`src/rtl/cwf_pkg.sv`:
```
// shared constants and types of the transceiver mode and supervision logic
package cwf_pkg;

  typedef enum logic [1:0] {
    TRX_OFF    = 2'h0,
    TRX_WAKE   = 2'h1,
    TRX_NORMAL = 2'h2,
    TRX_RXONLY = 2'h3
  } cwf_trx_type;

  typedef enum logic [2:0] {
    SBC_NORMAL   = 3'h0,
    SBC_STOP     = 3'h1,
    SBC_SLEEP    = 3'h2,
    SBC_RESTART  = 3'h3,
    SBC_FAILSAFE = 3'h4
  } cwf_sbc_type;

  typedef enum logic [1:0] {
    WK_IDLE = 2'h0,
    WK_DOM1 = 2'h1,
    WK_REC  = 2'h2,
    WK_DOM2 = 2'h3
  } cwf_wake_type;

  localparam cwf_trx_type TRX_RESET = TRX_OFF;
  localparam cwf_sbc_type SBC_RESET = SBC_NORMAL;

  // timing, figures in their own unit
  localparam int unsigned CLK_MHZ     = 100;
  localparam int unsigned WAKE_MIN_NS = 500;
  localparam int unsigned WAKE_MAX_US = 1000;
  localparam int unsigned TXTO_US     = 2000;
  localparam int unsigned BUSTO_US    = 2000;
  localparam int unsigned TXEN_US     = 20;
  localparam int unsigned WAKE_MIN_CYC = (WAKE_MIN_NS * CLK_MHZ + 999) / 1000;
  localparam int unsigned WAKE_MAX_CYC = WAKE_MAX_US * CLK_MHZ;
  localparam int unsigned TXTO_CYC     = TXTO_US * CLK_MHZ;
  localparam int unsigned BUSTO_CYC    = BUSTO_US * CLK_MHZ;
  localparam int unsigned TXEN_CYC     = TXEN_US * CLK_MHZ;
  localparam int unsigned CNT_W        = 24;

  // register map of the controller
  localparam logic [7:0] REG_CTRL = 8'h00;
  localparam logic [7:0] REG_STAT = 8'h04;
  localparam logic [7:0] REG_CLR  = 8'h08;
  localparam int CTRL_TRX = 0;
  localparam int CTRL_SBC = 2;
  localparam int CTRL_WD  = 5;
  localparam int CTRL_WWK = 6;
  localparam int CTRL_SUP = 7;
  localparam int ST_WD    = 5;
  localparam int ST_INT   = 6;
  localparam int ST_RX    = 7;
  localparam int ST_WAKE  = 8;
  localparam int ST_FAIL  = 9;
  localparam int ST_UV    = 10;
  localparam int ST_REJ   = 11;
  localparam int ST_TXTO  = 12;
  localparam int CLR_REJ  = 3;

endpackage

```
`src/rtl/cwf_if.sv`:
```
// link between the transceiver logic and its controller
`timescale 1ns/1ps
`default_nettype none
interface cwf_if;
  import cwf_pkg::*;
  cwf_trx_type trx_req;
  cwf_sbc_type sbc_req;
  logic        wd_en_req;
  logic        wd_wake_en;
  logic        cmd_wr;
  logic [2:0]  flag_clr;
  logic        transmit_line_in;
  cwf_trx_type trx_mode;
  cwf_sbc_type sbc_mode;
  logic        wd_en;
  logic        int_n;
  logic        receive_line_out;
  logic        bus_wake_flag;
  logic        bus_fail_flag;
  logic        supply_low_flag;
  logic        tx_timeout;

  modport dev (
    input  trx_req, sbc_req, wd_en_req, wd_wake_en, cmd_wr, flag_clr,
    input  transmit_line_in,
    output trx_mode, sbc_mode, wd_en, int_n, receive_line_out,
    output bus_wake_flag, bus_fail_flag, supply_low_flag, tx_timeout
  );
  modport ctl (
    output trx_req, sbc_req, wd_en_req, wd_wake_en, cmd_wr, flag_clr,
    output transmit_line_in,
    input  trx_mode, sbc_mode, wd_en, int_n, receive_line_out,
    input  bus_wake_flag, bus_fail_flag, supply_low_flag, tx_timeout
  );
endinterface
`default_nettype wire

```
`src/rtl/cwf_device.sv`:
```
// transceiver mode, wake detection and bus supervision of the device
`timescale 1ns/1ps
`default_nettype none
module cwf_device
  import cwf_pkg::*;
#(
  parameter int unsigned CW           = CNT_W,
  parameter int unsigned TXTO_LIM     = TXTO_CYC,
  parameter int unsigned BUSTO_LIM    = BUSTO_CYC,
  parameter int unsigned WAKE_MIN_LIM = WAKE_MIN_CYC,
  parameter int unsigned WAKE_MAX_LIM = WAKE_MAX_CYC
) (
  input  wire logic hclk,
  input  wire logic hresetn,
  cwf_if.dev        link,
  input  wire logic bus_dom_in,
  input  wire logic supply_low_in,
  output logic      drv_dominant,
  output logic      drv_enable
);

  ////////////////////////////////////////////////////////////////////////////
  // pin synchronisers
  logic [1:0]   sync1_r;
  logic [1:0]   sync2_r;
  logic         dom_q_r;
  logic         bus_dom;
  logic         sup_low;

  always_ff @(posedge hclk or negedge hresetn) begin
    if (!hresetn) begin
      sync1_r <= 2'h0;
      sync2_r <= 2'h0;
      dom_q_r <= 1'b0;
    end else begin
      sync1_r <= {supply_low_in, bus_dom_in};
      sync2_r <= sync1_r;
      dom_q_r <= sync2_r[0];
    end
  end
  assign bus_dom = sync2_r[0];
  assign sup_low = sync2_r[1];

  ////////////////////////////////////////////////////////////////////////////
  // modes
  cwf_trx_type  trx_r;
  cwf_trx_type  trx_nxt;
  cwf_sbc_type  sbc_r;
  logic         wake_ev;
  logic         active;
  logic         norm;
  logic         rxmode;
  logic         armed_r;
  logic         woke_r;

  always_comb begin
    trx_nxt = trx_r;
    if (link.cmd_wr) begin
      trx_nxt = link.trx_req;
      if (link.sbc_req == SBC_FAILSAFE) begin
        trx_nxt = TRX_WAKE;
      end
    end
  end

  always_ff @(posedge hclk or negedge hresetn) begin
    if (!hresetn) begin
      trx_r <= TRX_RESET;
    end else begin
      trx_r <= trx_nxt;
    end
  end

  always_ff @(posedge hclk or negedge hresetn) begin
    if (!hresetn) begin
      sbc_r <= SBC_RESET;
    end else if (wake_ev && (sbc_r == SBC_SLEEP || sbc_r == SBC_RESTART ||
                             sbc_r == SBC_FAILSAFE)) begin
      sbc_r <= SBC_RESTART;
    end else if (link.cmd_wr) begin
      sbc_r <= link.sbc_req;
    end
  end

  assign active = (sbc_r == SBC_NORMAL) || (sbc_r == SBC_STOP);
  assign norm   = active && (trx_r == TRX_NORMAL);
  assign rxmode = active && (trx_r == TRX_NORMAL || trx_r == TRX_RXONLY);

  // rearm beats a wake in the same cycle; the wake flag plays no part
  always_ff @(posedge hclk or negedge hresetn) begin
    if (!hresetn) begin
      armed_r <= 1'b0;
    end else if (trx_nxt == TRX_WAKE && trx_r != TRX_WAKE) begin
      armed_r <= 1'b1;
    end else if (link.cmd_wr && link.sbc_req != sbc_r &&
                 (link.sbc_req == SBC_STOP ||
                  link.sbc_req == SBC_FAILSAFE)) begin
      armed_r <= 1'b1;
    end else if (wake_ev) begin
      armed_r <= 1'b0;
    end
  end

  always_ff @(posedge hclk or negedge hresetn) begin
    if (!hresetn) begin
      woke_r <= 1'b0;
    end else if (trx_nxt != trx_r) begin
      woke_r <= 1'b0;
    end else if (wake_ev) begin
      woke_r <= 1'b1;
    end
  end

  ////////////////////////////////////////////////////////////////////////////
  // wake pattern filter
  cwf_wake_type wst_r;
  logic [CW-1:0] wcnt_r;
  logic         win_ok;
  logic         too_long;
  logic         wk_run;
  logic         wk_hit_r;

  assign wk_run   = (trx_r == TRX_WAKE) && armed_r;
  assign win_ok   = (wcnt_r > CW'(WAKE_MIN_LIM)) &&
                    (wcnt_r < CW'(WAKE_MAX_LIM));
  assign too_long = (wcnt_r >= CW'(WAKE_MAX_LIM));
  assign wake_ev  = wk_hit_r && wk_run;

  always_ff @(posedge hclk or negedge hresetn) begin
    if (!hresetn) begin
      wst_r    <= WK_IDLE;
      wcnt_r   <= '0;
      wk_hit_r <= 1'b0;
    end else begin
      wk_hit_r <= 1'b0;
      wcnt_r   <= (wcnt_r == '1) ? wcnt_r : wcnt_r + 1'b1;
      if (!wk_run) begin
        wst_r <= WK_IDLE;
      end else begin
        case (wst_r)
          WK_IDLE: begin
            if (bus_dom && !dom_q_r) begin
              wst_r  <= WK_DOM1;
              wcnt_r <= '0;
            end
          end
          WK_DOM1: begin
            if (too_long) begin
              wst_r <= WK_IDLE;
            end else if (!bus_dom) begin
              wst_r  <= win_ok ? WK_REC : WK_IDLE;
              wcnt_r <= '0;
            end
          end
          WK_REC: begin
            if (too_long) begin
              wst_r <= WK_IDLE;
            end else if (bus_dom) begin
              wst_r  <= win_ok ? WK_DOM2 : WK_DOM1;
              wcnt_r <= '0;
            end
          end
          WK_DOM2: begin
            if (too_long) begin
              wst_r <= WK_IDLE;
            end else if (!bus_dom) begin
              wk_hit_r <= win_ok;
              wst_r    <= WK_IDLE;
            end
          end
          default: wst_r <= WK_IDLE;
        endcase
      end
    end
  end

  ////////////////////////////////////////////////////////////////////////////
  // wake results; hardware set beats a clear in the same cycle
  logic wake_fl_r;
  logic int_n_r;
  logic wd_en_r;

  // interrupt kept active low in its own flop so the pin needs no inverter
  always_ff @(posedge hclk or negedge hresetn) begin
    if (!hresetn) begin
      wake_fl_r <= 1'b0;
      int_n_r   <= 1'b1;
    end else begin
      if (wake_ev) begin
        wake_fl_r <= 1'b1;
      end else if (link.flag_clr[0]) begin
        wake_fl_r <= 1'b0;
      end
      if (wake_ev && active) begin
        int_n_r <= 1'b0;
      end else if (link.flag_clr[0]) begin
        int_n_r <= 1'b1;
      end
    end
  end

  always_ff @(posedge hclk or negedge hresetn) begin
    if (!hresetn) begin
      wd_en_r <= 1'b0;
    end else if (wake_ev && sbc_r == SBC_STOP && link.wd_wake_en) begin
      wd_en_r <= 1'b1;
    end else if (link.cmd_wr) begin
      wd_en_r <= link.wd_en_req;
    end
  end

  ////////////////////////////////////////////////////////////////////////////
  // transmit time-out, bus clamp, supply undervoltage
  logic [CW-1:0] txcnt_r;
  logic [CW-1:0] buscnt_r;
  logic          txto_r;
  logic          uv_r;
  logic          fail_fl_r;
  logic          uv_fl_r;
  logic          tx_dom;
  logic          txto_set;
  logic          clamp_set;
  logic          uv_now;

  assign tx_dom    = !link.transmit_line_in;
  assign txto_set  = norm && tx_dom && (txcnt_r == CW'(TXTO_LIM));
  assign clamp_set = rxmode && bus_dom && (buscnt_r == CW'(BUSTO_LIM));
  assign uv_now    = rxmode && sup_low;

  always_ff @(posedge hclk or negedge hresetn) begin
    if (!hresetn) begin
      txcnt_r  <= '0;
      buscnt_r <= '0;
    end else begin
      if (norm && tx_dom) begin
        txcnt_r <= (txcnt_r == '1) ? txcnt_r : txcnt_r + 1'b1;
      end else begin
        txcnt_r <= '0;
      end
      if (rxmode && bus_dom) begin
        buscnt_r <= (buscnt_r == '1) ? buscnt_r : buscnt_r + 1'b1;
      end else begin
        buscnt_r <= '0;
      end
    end
  end

  always_ff @(posedge hclk or negedge hresetn) begin
    if (!hresetn) begin
      txto_r <= 1'b0;
      uv_r   <= 1'b0;
    end else begin
      if (!norm || !tx_dom) begin
        txto_r <= 1'b0;
      end else if (txto_set) begin
        txto_r <= 1'b1;
      end
      uv_r <= uv_now;
    end
  end

  always_ff @(posedge hclk or negedge hresetn) begin
    if (!hresetn) begin
      fail_fl_r <= 1'b0;
      uv_fl_r   <= 1'b0;
    end else begin
      if (txto_set || clamp_set) begin
        fail_fl_r <= 1'b1;
      end else if (link.flag_clr[1]) begin
        fail_fl_r <= 1'b0;
      end
      if (uv_now && !uv_r) begin
        uv_fl_r <= 1'b1;
      end else if (link.flag_clr[2]) begin
        uv_fl_r <= 1'b0;
      end
    end
  end

  ////////////////////////////////////////////////////////////////////////////
  // outputs; driver gating drops in the same cycle as the time-out
  logic rx_r;
  logic drv_en_r;
  logic drv_dom_r;
  logic drv_ok;

  assign drv_ok = norm && !txto_r && !uv_r && !txto_set;

  always_ff @(posedge hclk or negedge hresetn) begin
    if (!hresetn) begin
      rx_r      <= 1'b1;
      drv_en_r  <= 1'b0;
      drv_dom_r <= 1'b0;
    end else begin
      drv_en_r  <= drv_ok;
      drv_dom_r <= drv_ok && tx_dom;
      case (trx_r)
        TRX_WAKE: rx_r <= !woke_r;
        TRX_NORMAL,
        TRX_RXONLY: rx_r <= !(active && bus_dom);
        default: rx_r <= 1'b1;
      endcase
    end
  end

  assign drv_enable            = drv_en_r;
  assign drv_dominant          = drv_dom_r;
  assign link.receive_line_out = rx_r;
  assign link.trx_mode         = trx_r;
  assign link.sbc_mode         = sbc_r;
  assign link.wd_en            = wd_en_r;
  assign link.int_n            = int_n_r;
  assign link.bus_wake_flag    = wake_fl_r;
  assign link.bus_fail_flag    = fail_fl_r;
  assign link.supply_low_flag  = uv_fl_r;
  assign link.tx_timeout       = txto_r;

endmodule
`default_nettype wire

```
`src/flat_wrapper.sv`:
```
// flat-port wrapper written by rule: the top's interface ports become plain ports
module cwf_device_flat import cwf_pkg::*;
#(
  parameter int unsigned CW           = CNT_W,
  parameter int unsigned TXTO_LIM     = TXTO_CYC,
  parameter int unsigned BUSTO_LIM    = BUSTO_CYC,
  parameter int unsigned WAKE_MIN_LIM = WAKE_MIN_CYC,
  parameter int unsigned WAKE_MAX_LIM = WAKE_MAX_CYC
)
  (hclk, hresetn, bus_dom_in, supply_low_in, drv_dominant, drv_enable, link_trx_req, link_sbc_req, link_wd_en_req, link_wd_wake_en, link_cmd_wr, link_flag_clr, link_transmit_line_in, link_trx_mode, link_sbc_mode, link_wd_en, link_int_n, link_receive_line_out, link_bus_wake_flag, link_bus_fail_flag, link_supply_low_flag, link_tx_timeout);
  cwf_if link_i ();
  input  wire logic hclk;
  input  wire logic hresetn;
  input  wire logic bus_dom_in;
  input  wire logic supply_low_in;
  output logic drv_dominant;
  output logic drv_enable;
  input wire logic [$bits(link_i.trx_req)-1:0] link_trx_req;
  input wire logic [$bits(link_i.sbc_req)-1:0] link_sbc_req;
  input wire logic [$bits(link_i.wd_en_req)-1:0] link_wd_en_req;
  input wire logic [$bits(link_i.wd_wake_en)-1:0] link_wd_wake_en;
  input wire logic [$bits(link_i.cmd_wr)-1:0] link_cmd_wr;
  input wire logic [$bits(link_i.flag_clr)-1:0] link_flag_clr;
  input wire logic [$bits(link_i.transmit_line_in)-1:0] link_transmit_line_in;
  output wire logic [$bits(link_i.trx_mode)-1:0] link_trx_mode;
  output wire logic [$bits(link_i.sbc_mode)-1:0] link_sbc_mode;
  output wire logic [$bits(link_i.wd_en)-1:0] link_wd_en;
  output wire logic [$bits(link_i.int_n)-1:0] link_int_n;
  output wire logic [$bits(link_i.receive_line_out)-1:0] link_receive_line_out;
  output wire logic [$bits(link_i.bus_wake_flag)-1:0] link_bus_wake_flag;
  output wire logic [$bits(link_i.bus_fail_flag)-1:0] link_bus_fail_flag;
  output wire logic [$bits(link_i.supply_low_flag)-1:0] link_supply_low_flag;
  output wire logic [$bits(link_i.tx_timeout)-1:0] link_tx_timeout;
  assign link_i.trx_req = link_trx_req;
  assign link_i.sbc_req = link_sbc_req;
  assign link_i.wd_en_req = link_wd_en_req;
  assign link_i.wd_wake_en = link_wd_wake_en;
  assign link_i.cmd_wr = link_cmd_wr;
  assign link_i.flag_clr = link_flag_clr;
  assign link_i.transmit_line_in = link_transmit_line_in;
  assign link_trx_mode = link_i.trx_mode;
  assign link_sbc_mode = link_i.sbc_mode;
  assign link_wd_en = link_i.wd_en;
  assign link_int_n = link_i.int_n;
  assign link_receive_line_out = link_i.receive_line_out;
  assign link_bus_wake_flag = link_i.bus_wake_flag;
  assign link_bus_fail_flag = link_i.bus_fail_flag;
  assign link_supply_low_flag = link_i.supply_low_flag;
  assign link_tx_timeout = link_i.tx_timeout;
  cwf_device #(.CW(CW), .TXTO_LIM(TXTO_LIM), .BUSTO_LIM(BUSTO_LIM), .WAKE_MIN_LIM(WAKE_MIN_LIM), .WAKE_MAX_LIM(WAKE_MAX_LIM)) u_core (.hclk(hclk), .hresetn(hresetn), .link(link_i), .bus_dom_in(bus_dom_in), .supply_low_in(supply_low_in), .drv_dominant(drv_dominant), .drv_enable(drv_enable));
endmodule
```
`config.mk`:
```
export PLATFORM = sky130hd
export DESIGN_NAME = cwf_device_flat
export DESIGN_NICKNAME = d
export VERILOG_FILES = /design/src/rtl/cwf_pkg.sv /design/src/rtl/cwf_if.sv /design/src/rtl/cwf_device.sv /design/src/flat_wrapper.sv
export SDC_FILE = /design/constraint.sdc
export NUM_CORES = 1
export LEC_CHECK = 0
export ABC_AREA = 1
export BUFFER_PORTS_ARGS = -buffer_cell sky130_fd_sc_hd__buf_2
export CAP_MARGIN = 20
export CORE_ASPECT_RATIO = 0.8
export CORE_MARGIN = 2
export CORE_UTILIZATION = 30
export DETAILED_ROUTE_END_ITERATION = 8
export PLACE_DENSITY = 0.55
export SYNTH_ARGS = -nofsm -noshare
export SYNTH_HDL_FRONTEND = slang
export SYNTH_SLANG_ARGS = --single-unit
```
`constraint.sdc`:
```
create_clock -name hclk -period 1.5 [get_ports hclk]
set_input_delay 0.075 -clock hclk [delete_from_list [all_inputs] [get_ports hclk]]
set_output_delay 0.075 -clock hclk [all_outputs]
set_load 0.05 [all_outputs]
```
# After elaboration in Yosys (flattened, before gate mapping)
# Index checks and enable logic that the tools add are counted.
[totals] wordCells=156 regBits=97 in_bits=16
[op_classes] eq_ne=27 add_sub_neg=3 n_reduce_logical=52 mux=49 magnitude_cmp=3
[op_table] operator="24-bit two-way mux" n=11
[op_table] operator="24-bit by 1-bit adder with 24-bit output (second input constant)" n=3
[op_table] operator="24-bit equality test (second input constant)" n=3
[op_table] operator="24-bit one-hot mux with 3 select lines" n=1
[op_table] operator="24-bit by 18-bit equality test with 1-bit output (second input constant)" n=2
[op_table] operator="24-bit by 17-bit greater-or-equal comparator with 1-bit output (second input constant)" n=1
[op_table] operator="24-bit by 6-bit greater-than comparator with 1-bit output (second input constant)" n=1
[op_table] operator="1-bit logical AND" n=24
[op_table] operator="24-bit by 17-bit less-than comparator with 1-bit output (second input constant)" n=1
[op_table] operator="2-bit two-way mux" n=12
[op_table] operator="1-bit two-way mux" n=21
[op_table] operator="2-bit nonzero test" n=8
[op_table] operator="2-bit equality test (second input constant)" n=4
[op_table] operator="1-bit zero test" n=8
[op_table] operator="4-bit inequality test (second input constant)" n=2
[op_table] operator="2-bit one-hot mux with 4 select lines" n=1
[op_table] operator="1-bit logical OR" n=7
[op_table] operator="2-bit by 1-bit equality test with 1-bit output (second input constant)" n=3
[op_table] operator="3-bit by 1-bit equality test with 1-bit output (second input constant)" n=2
[op_table] operator="3-bit by 2-bit equality test with 1-bit output (second input constant)" n=2
[op_table] operator="3-bit equality test (second input constant)" n=2
[op_table] operator="3-bit two-way mux" n=2
[op_table] operator="2-bit inequality test (second input constant)" n=2
[op_table] operator="4-bit by 2-bit inequality test with 1-bit output (second input constant)" n=1
[op_table] operator="other kinds (10)" n=10

# Depth between registers and ports, before layout
[logic_depth] ltp_word=8 depth_mapped=14

# Worst setup path before layout
# No wires, ideal clock.
[synth_path] path_type="reg-to-reg" start="register u_core.trx_r[0] (netlist: u_core.link.trx_mode[0])" end="register u_core.wcnt_r[12]" required_time_ns=1.387 path_stages_with_launch=9 path_buffers=1 setup_slack_ns=-0.336 arrival_time_ns=1.723 cell_sequence="dfrtp_1 > inv_1 > nor2_1 > nand2_1 > nor3_1 > nand3_4 > buf_6 > nand2_1 > inv_1"
[synth_via] elab_chain_len=3
[synth_rtl] element="start: declaration" line_no="cwf_device.sv:46" source="cwf_trx_type trx_r;"
[synth_rtl] element="start signal: assignment" line_no="cwf_device.sv:70" source="trx_r <= trx_nxt;"
[synth_rtl] element="2-bit by 1-bit equality test with 1-bit output" line_no="cwf_device.sv:123" source="assign wk_run = (trx_r == TRX_WAKE) && armed_r;"
[synth_rtl] element="1-bit logical AND" line_no="cwf_device.sv:123"
[synth_rtl] element="24-bit two-way mux" line_no="cwf_device.sv:137" source="if (!wk_run) begin"
[synth_rtl] element="end signal: assignment" line_no="cwf_device.sv:136" source="wcnt_r <= (wcnt_r == '1) ? wcnt_r : wcnt_r + 1'b1;"
[synth_rtl] element="end: declaration" line_no="cwf_device.sv:117" source="logic [CW-1:0] wcnt_r;"
# Every way passes these cells.
# A chain may end at the register's enable or synchronous reset.

# Worst setup path after layout
[layout_path] start="register u_core.txcnt_r[1]" end="register u_core.txcnt_r[15]"
[layout_via] elab_chain_len=3 elab_cells_between_ends=5
[layout_rtl] element="start: declaration" line_no="cwf_device.sv:214" source="logic [CW-1:0] txcnt_r;"
[layout_rtl] element="start signal: assignment" line_no="cwf_device.sv:236" source="txcnt_r <= (txcnt_r == '1) ? txcnt_r : txcnt_r + 1'b1;"
[layout_rtl] element="24-bit by 1-bit adder with 24-bit output" line_no="cwf_device.sv:236"
[layout_rtl] element="24-bit two-way mux" line_no="cwf_device.sv:236"
[layout_rtl] element="24-bit two-way mux" line_no="cwf_device.sv:235" source="if (norm && tx_dom) begin"
# Several ways; a longest one is shown, not always the timed one. The select of a mux whose other input is x is not followed.

==> summary.md <==
| Metric | Value |
|---|---|
| Largest net degree at the start of global routing | `34` |
| Area leader, netlist | `dfrtp_1` |
| Sw frac | `about 30%` |
| Flops & latches, synth | `just under 100` |
| Register share of total power | `between 40% and 50%` |
| Power density cells | `732.6 mW/mm2` |
| Detailed placement HPWL | `12,150 um` |
| VDD IR max | `0.4347 mV` |
| RR Startpoint | `u_core.txcnt_r[1]` |
| Final Skew | `0.01229 ns` |
| M1 GR Usage | `about 24%` |
| Combinational group share of total power | `21.1%` |
| TritonCTS clock tree | `done` |
| CP required | `1.75 ns` |
| CP startpoint | `u_core.txcnt_r[1]` |
| Die Area | `between 0.02 and 0.025 mm2` |
| Fmax | `585.6 MHz` |
| I/O pin count | `30` |
| Met2 Track Usage GR | `between 20% and 30%` |
| Drt drc | `0` |
| WS Path Type | `reg2reg` |
| Worst Hold Class | `in2reg` |
| Synthesis-to-layout area growth | `60.52%` |
| DP Area | `between 0.007 and 0.008 mm2` |
| Drt total wl | `17,450 um` |
| RR Endpoint | `u_core.txcnt_r[15]` |
| Fin cells | `1,283` |
| Initial drt markers | `between 300 and 400` |
| Nets | `1,042` |
| Post-synth EDFFs | `0` |
| Num CTS Buffers | `9` |
| Site Rows | `between 40 and 50` |
| Final min period | `roughly 1.7 ns` |
| Core ar. | `0.01886 mm2` |
| Die height | `127.7 um` |
| Asr flop ratio synth | `100.0%` |
| Layout cells sized above 1 | `47.51%` |
| Final Power | `slightly below 7 mW` |
| Synth Instances | `between 700 and 800` |
| R2R cell count | `10` |
| Post-synthesis average cell area | `7.393 um2` |
| Tcrit/Tclk final | `113.8%` |
| WL per Instance | `13.60 um` |
| Most frequent cell after synthesis | `nand2_1` |
| Post-Place Setup Slack | `-0.2150 ns` |
| Cell Int Power | `4.709 mW` |
| Starting Density | `30.41%` |
| R2R Setup Slk | `-0.21 ns` |
| Worst-margin pin slew | `between 0.4 and 0.5 ns` |
| Vias in the first global route | `between 5,000 and 6,000` |
| Slew Limit Fails | `0` |
| Synth Warn # | `0` |
| GP Congestion | `roughly 0.88` |
| Fin Hold WS | `just over 0.02 ns` |
| Normalized max-slew margin | `slightly above 70%` |
| Clock share of power | `between 30% and 40%` |
| Gr busiest metal | `met2` |
| H-Tree Level Count | `3` |
| Switching power | `2.037 mW` |
| Antenna cells | `0` |
| Max Cap Viol | `0` |
| Cell variety after synth | `42` |
| Sequential fraction of the synthesis area | `between 40% and 50%` |
| Setup TNS | `-7.698 ns` |
| Crit path max fanout | `7` |
| Final hold violations | `0` |
| Die W | `around 160 um` |
| Crit path DAT | `just under 2 ns` |
| Top cells by area, synth | `dfrtp_1, nand2_1, inv_1` |
| DR vias/cell | `4.608` |
| Fin area | `0.009209 mm2` |
| Met3 Track Usage GR | `slightly above 3%` |
| First-pass GRT wire length | `27,230 um` |
| Prevailing post-synth register cell | `dfrtp_1` |
| IO Port Bufs | `29` |
| Worst-Skew Late Latency | `between 0.3 and 0.4 ns` |
| Root Driver | `clkbuf_16` |
| ANT nets after route | `0` |
| Mapped cell area | `roughly 0.0057 mm2` |
| Post-synth top cells | `nand2_1, inv_1, dfrtp_1` |
| CP endpoint kind | `flop` |
| Area fraction of the dominant cell type after synthesis | `approximately two fifths` |
| Final Core Density | `48.82%` |
| Bufs on Longest Clock Path | `2` |
| Failing checks | `negative setup slack` |
| Syn_nets | `between 700 and 800` |
| Cells after DPL | `between 1,000 and 1,500` |
| Fin worst setup slack | `-0.2075 ns` |
| DRT Pass-1 Iters | `5` |
| Antenna violations before repair | `0` |
| Status | `finished with violations` |
| Critical Path End | `u_core.txcnt_r[15]` |
| LEAKAGE | `4.377 nW` |
| Reg clk slew, reported paths | `about 0.07 ns` |
| Final Setup Violations | `68` |
| Final global-route overflow total | `0` |
| Unrepaired setup endpoints after global routing | `yes` |
| Fill cells | `1,747` |
| CP Launch Type | `flop` |
| Detailed-route via count | `a little under 6,000` |
| Total track usage | `between 15 and 20%` |
| Clock sink count | `97` |
logic make-up (layout without fill, tap and decap cells):
| family | count (synthesis) | in the layout | synth area share, % |
|---|---|---|---|
| XOR/XNOR | 28 | 28 | 4.275 |
| adder cells (fa/ha/maj) | 6 | 6 | 1.309 |
| buffers and inverters | 144 | 393 | 9.946 |
| AND/OR/NAND/NOR | 416 | 416 | 33.78 |
| flip-flops | 97 | 97 | 42.36 |
| AO/OA/AOI/OAI | 85 | 85 | 8.332 |
sequential cells by signal, indices dropped and copies added, names as in the netlist, 2 cells and up:
name,count
u_core.sync1_r,2
u_core.link.sbc_mode,3
u_core.buscnt_r,24
u_core.wcnt_r,24
u_core.txcnt_r,24
u_core.sync2_r,2
u_core.link.trx_mode,2
u_core.wst_r,2
per-layer routing:
metal | wire length [um] | part of all wire (%)
met1 | 8350 | 48
met2 | 8174 | 47
met3 | 695 | 4.0
met4 | 233 | 1.3
met5 | 0 | 0
repair_timing:
action / in CTS / in global routing
endpoints found under the hold margin: 36 / 0
pin swaps: 42 / 72
setup endpoints to repair: 71 / 81
gates resized for setup: 108 / 177
hold buffers: 9 / 0
gates cloned: 0 / 1
buffers inserted: 19 / 25
power groups by stage:
stage	clock network [mW]	logic, mW	registers [mW]
finish	2.48	1.42	2.84
global route	2.65	1.58	2.85
CTS	2.56	1.35	2.83
detailed placement	0	1.26	2.88
global placement	0	1.26	2.87
floorplan	0	0.600	2.94
how the worst min path moves through the flow:
stage                    start  slack (ns)                 endpoint  depth (start not counted)
4_1_cts        link_sbc_req[2]       0.007  u_core.link.sbc_mode[2]                          3
5_1_grt        link_sbc_req[2]        0.03  u_core.link.sbc_mode[2]                          3
6_report       link_sbc_req[2]        0.02  u_core.link.sbc_mode[2]                          3
2_1_floorplan          hresetn       -0.22           u_core.armed_r                          0
3_5_place_dp           hresetn        0.06  u_core.link.sbc_mode[0]                          1
3_3_place_gp           hresetn        0.06  u_core.link.sbc_mode[0]                          1
worst max-delay path: stages (launching register included):
cell     delay (ns)
dfrtp_1        0.41
ha_4           0.17
nand3_4        0.07
nor2_4         0.15
nand3_2        0.10
nor2_4         0.14
nand2_4        0.12
nand4_4        0.18
nor2_4         0.07
o21ai_2        0.12
nor2_1         0.05
cells in the final DEF (no fill, tap or decap), drive strengths merged, types with 2 or more instances in the layout:
cell         count
nor3            40
o21ai           45
nor2            93
inv            138
or2              3
clkinv           3
dfrtp           95
a211oi           5
clkbuf           9
xnor2           10
nand3           54
a31oi            6
dfstp            2
nand4           27
xor2            18
buf            233
o211ai           2
ha               6
nand2          181
a21oi           21
dlygate4sd3      9
nor4            15
cell type report:
cell class | count | area [um2] | area share [%]
Tap cell | 258 | 322.8 | 3.505
Multi-Input combinational cell | 535 | 3671 | 39.86
Inverter | 135 | 524.3 | 5.693
Clock inverter | 7 | 88.84 | 0.9647
Clock buffer | 9 | 225.2 | 2.446
Sequential cell | 97 | 2450 | 26.60
Timing Repair Buffer | 242 | 1927 | 20.92
Note: power is estimated with default switching activity, not from simulation.
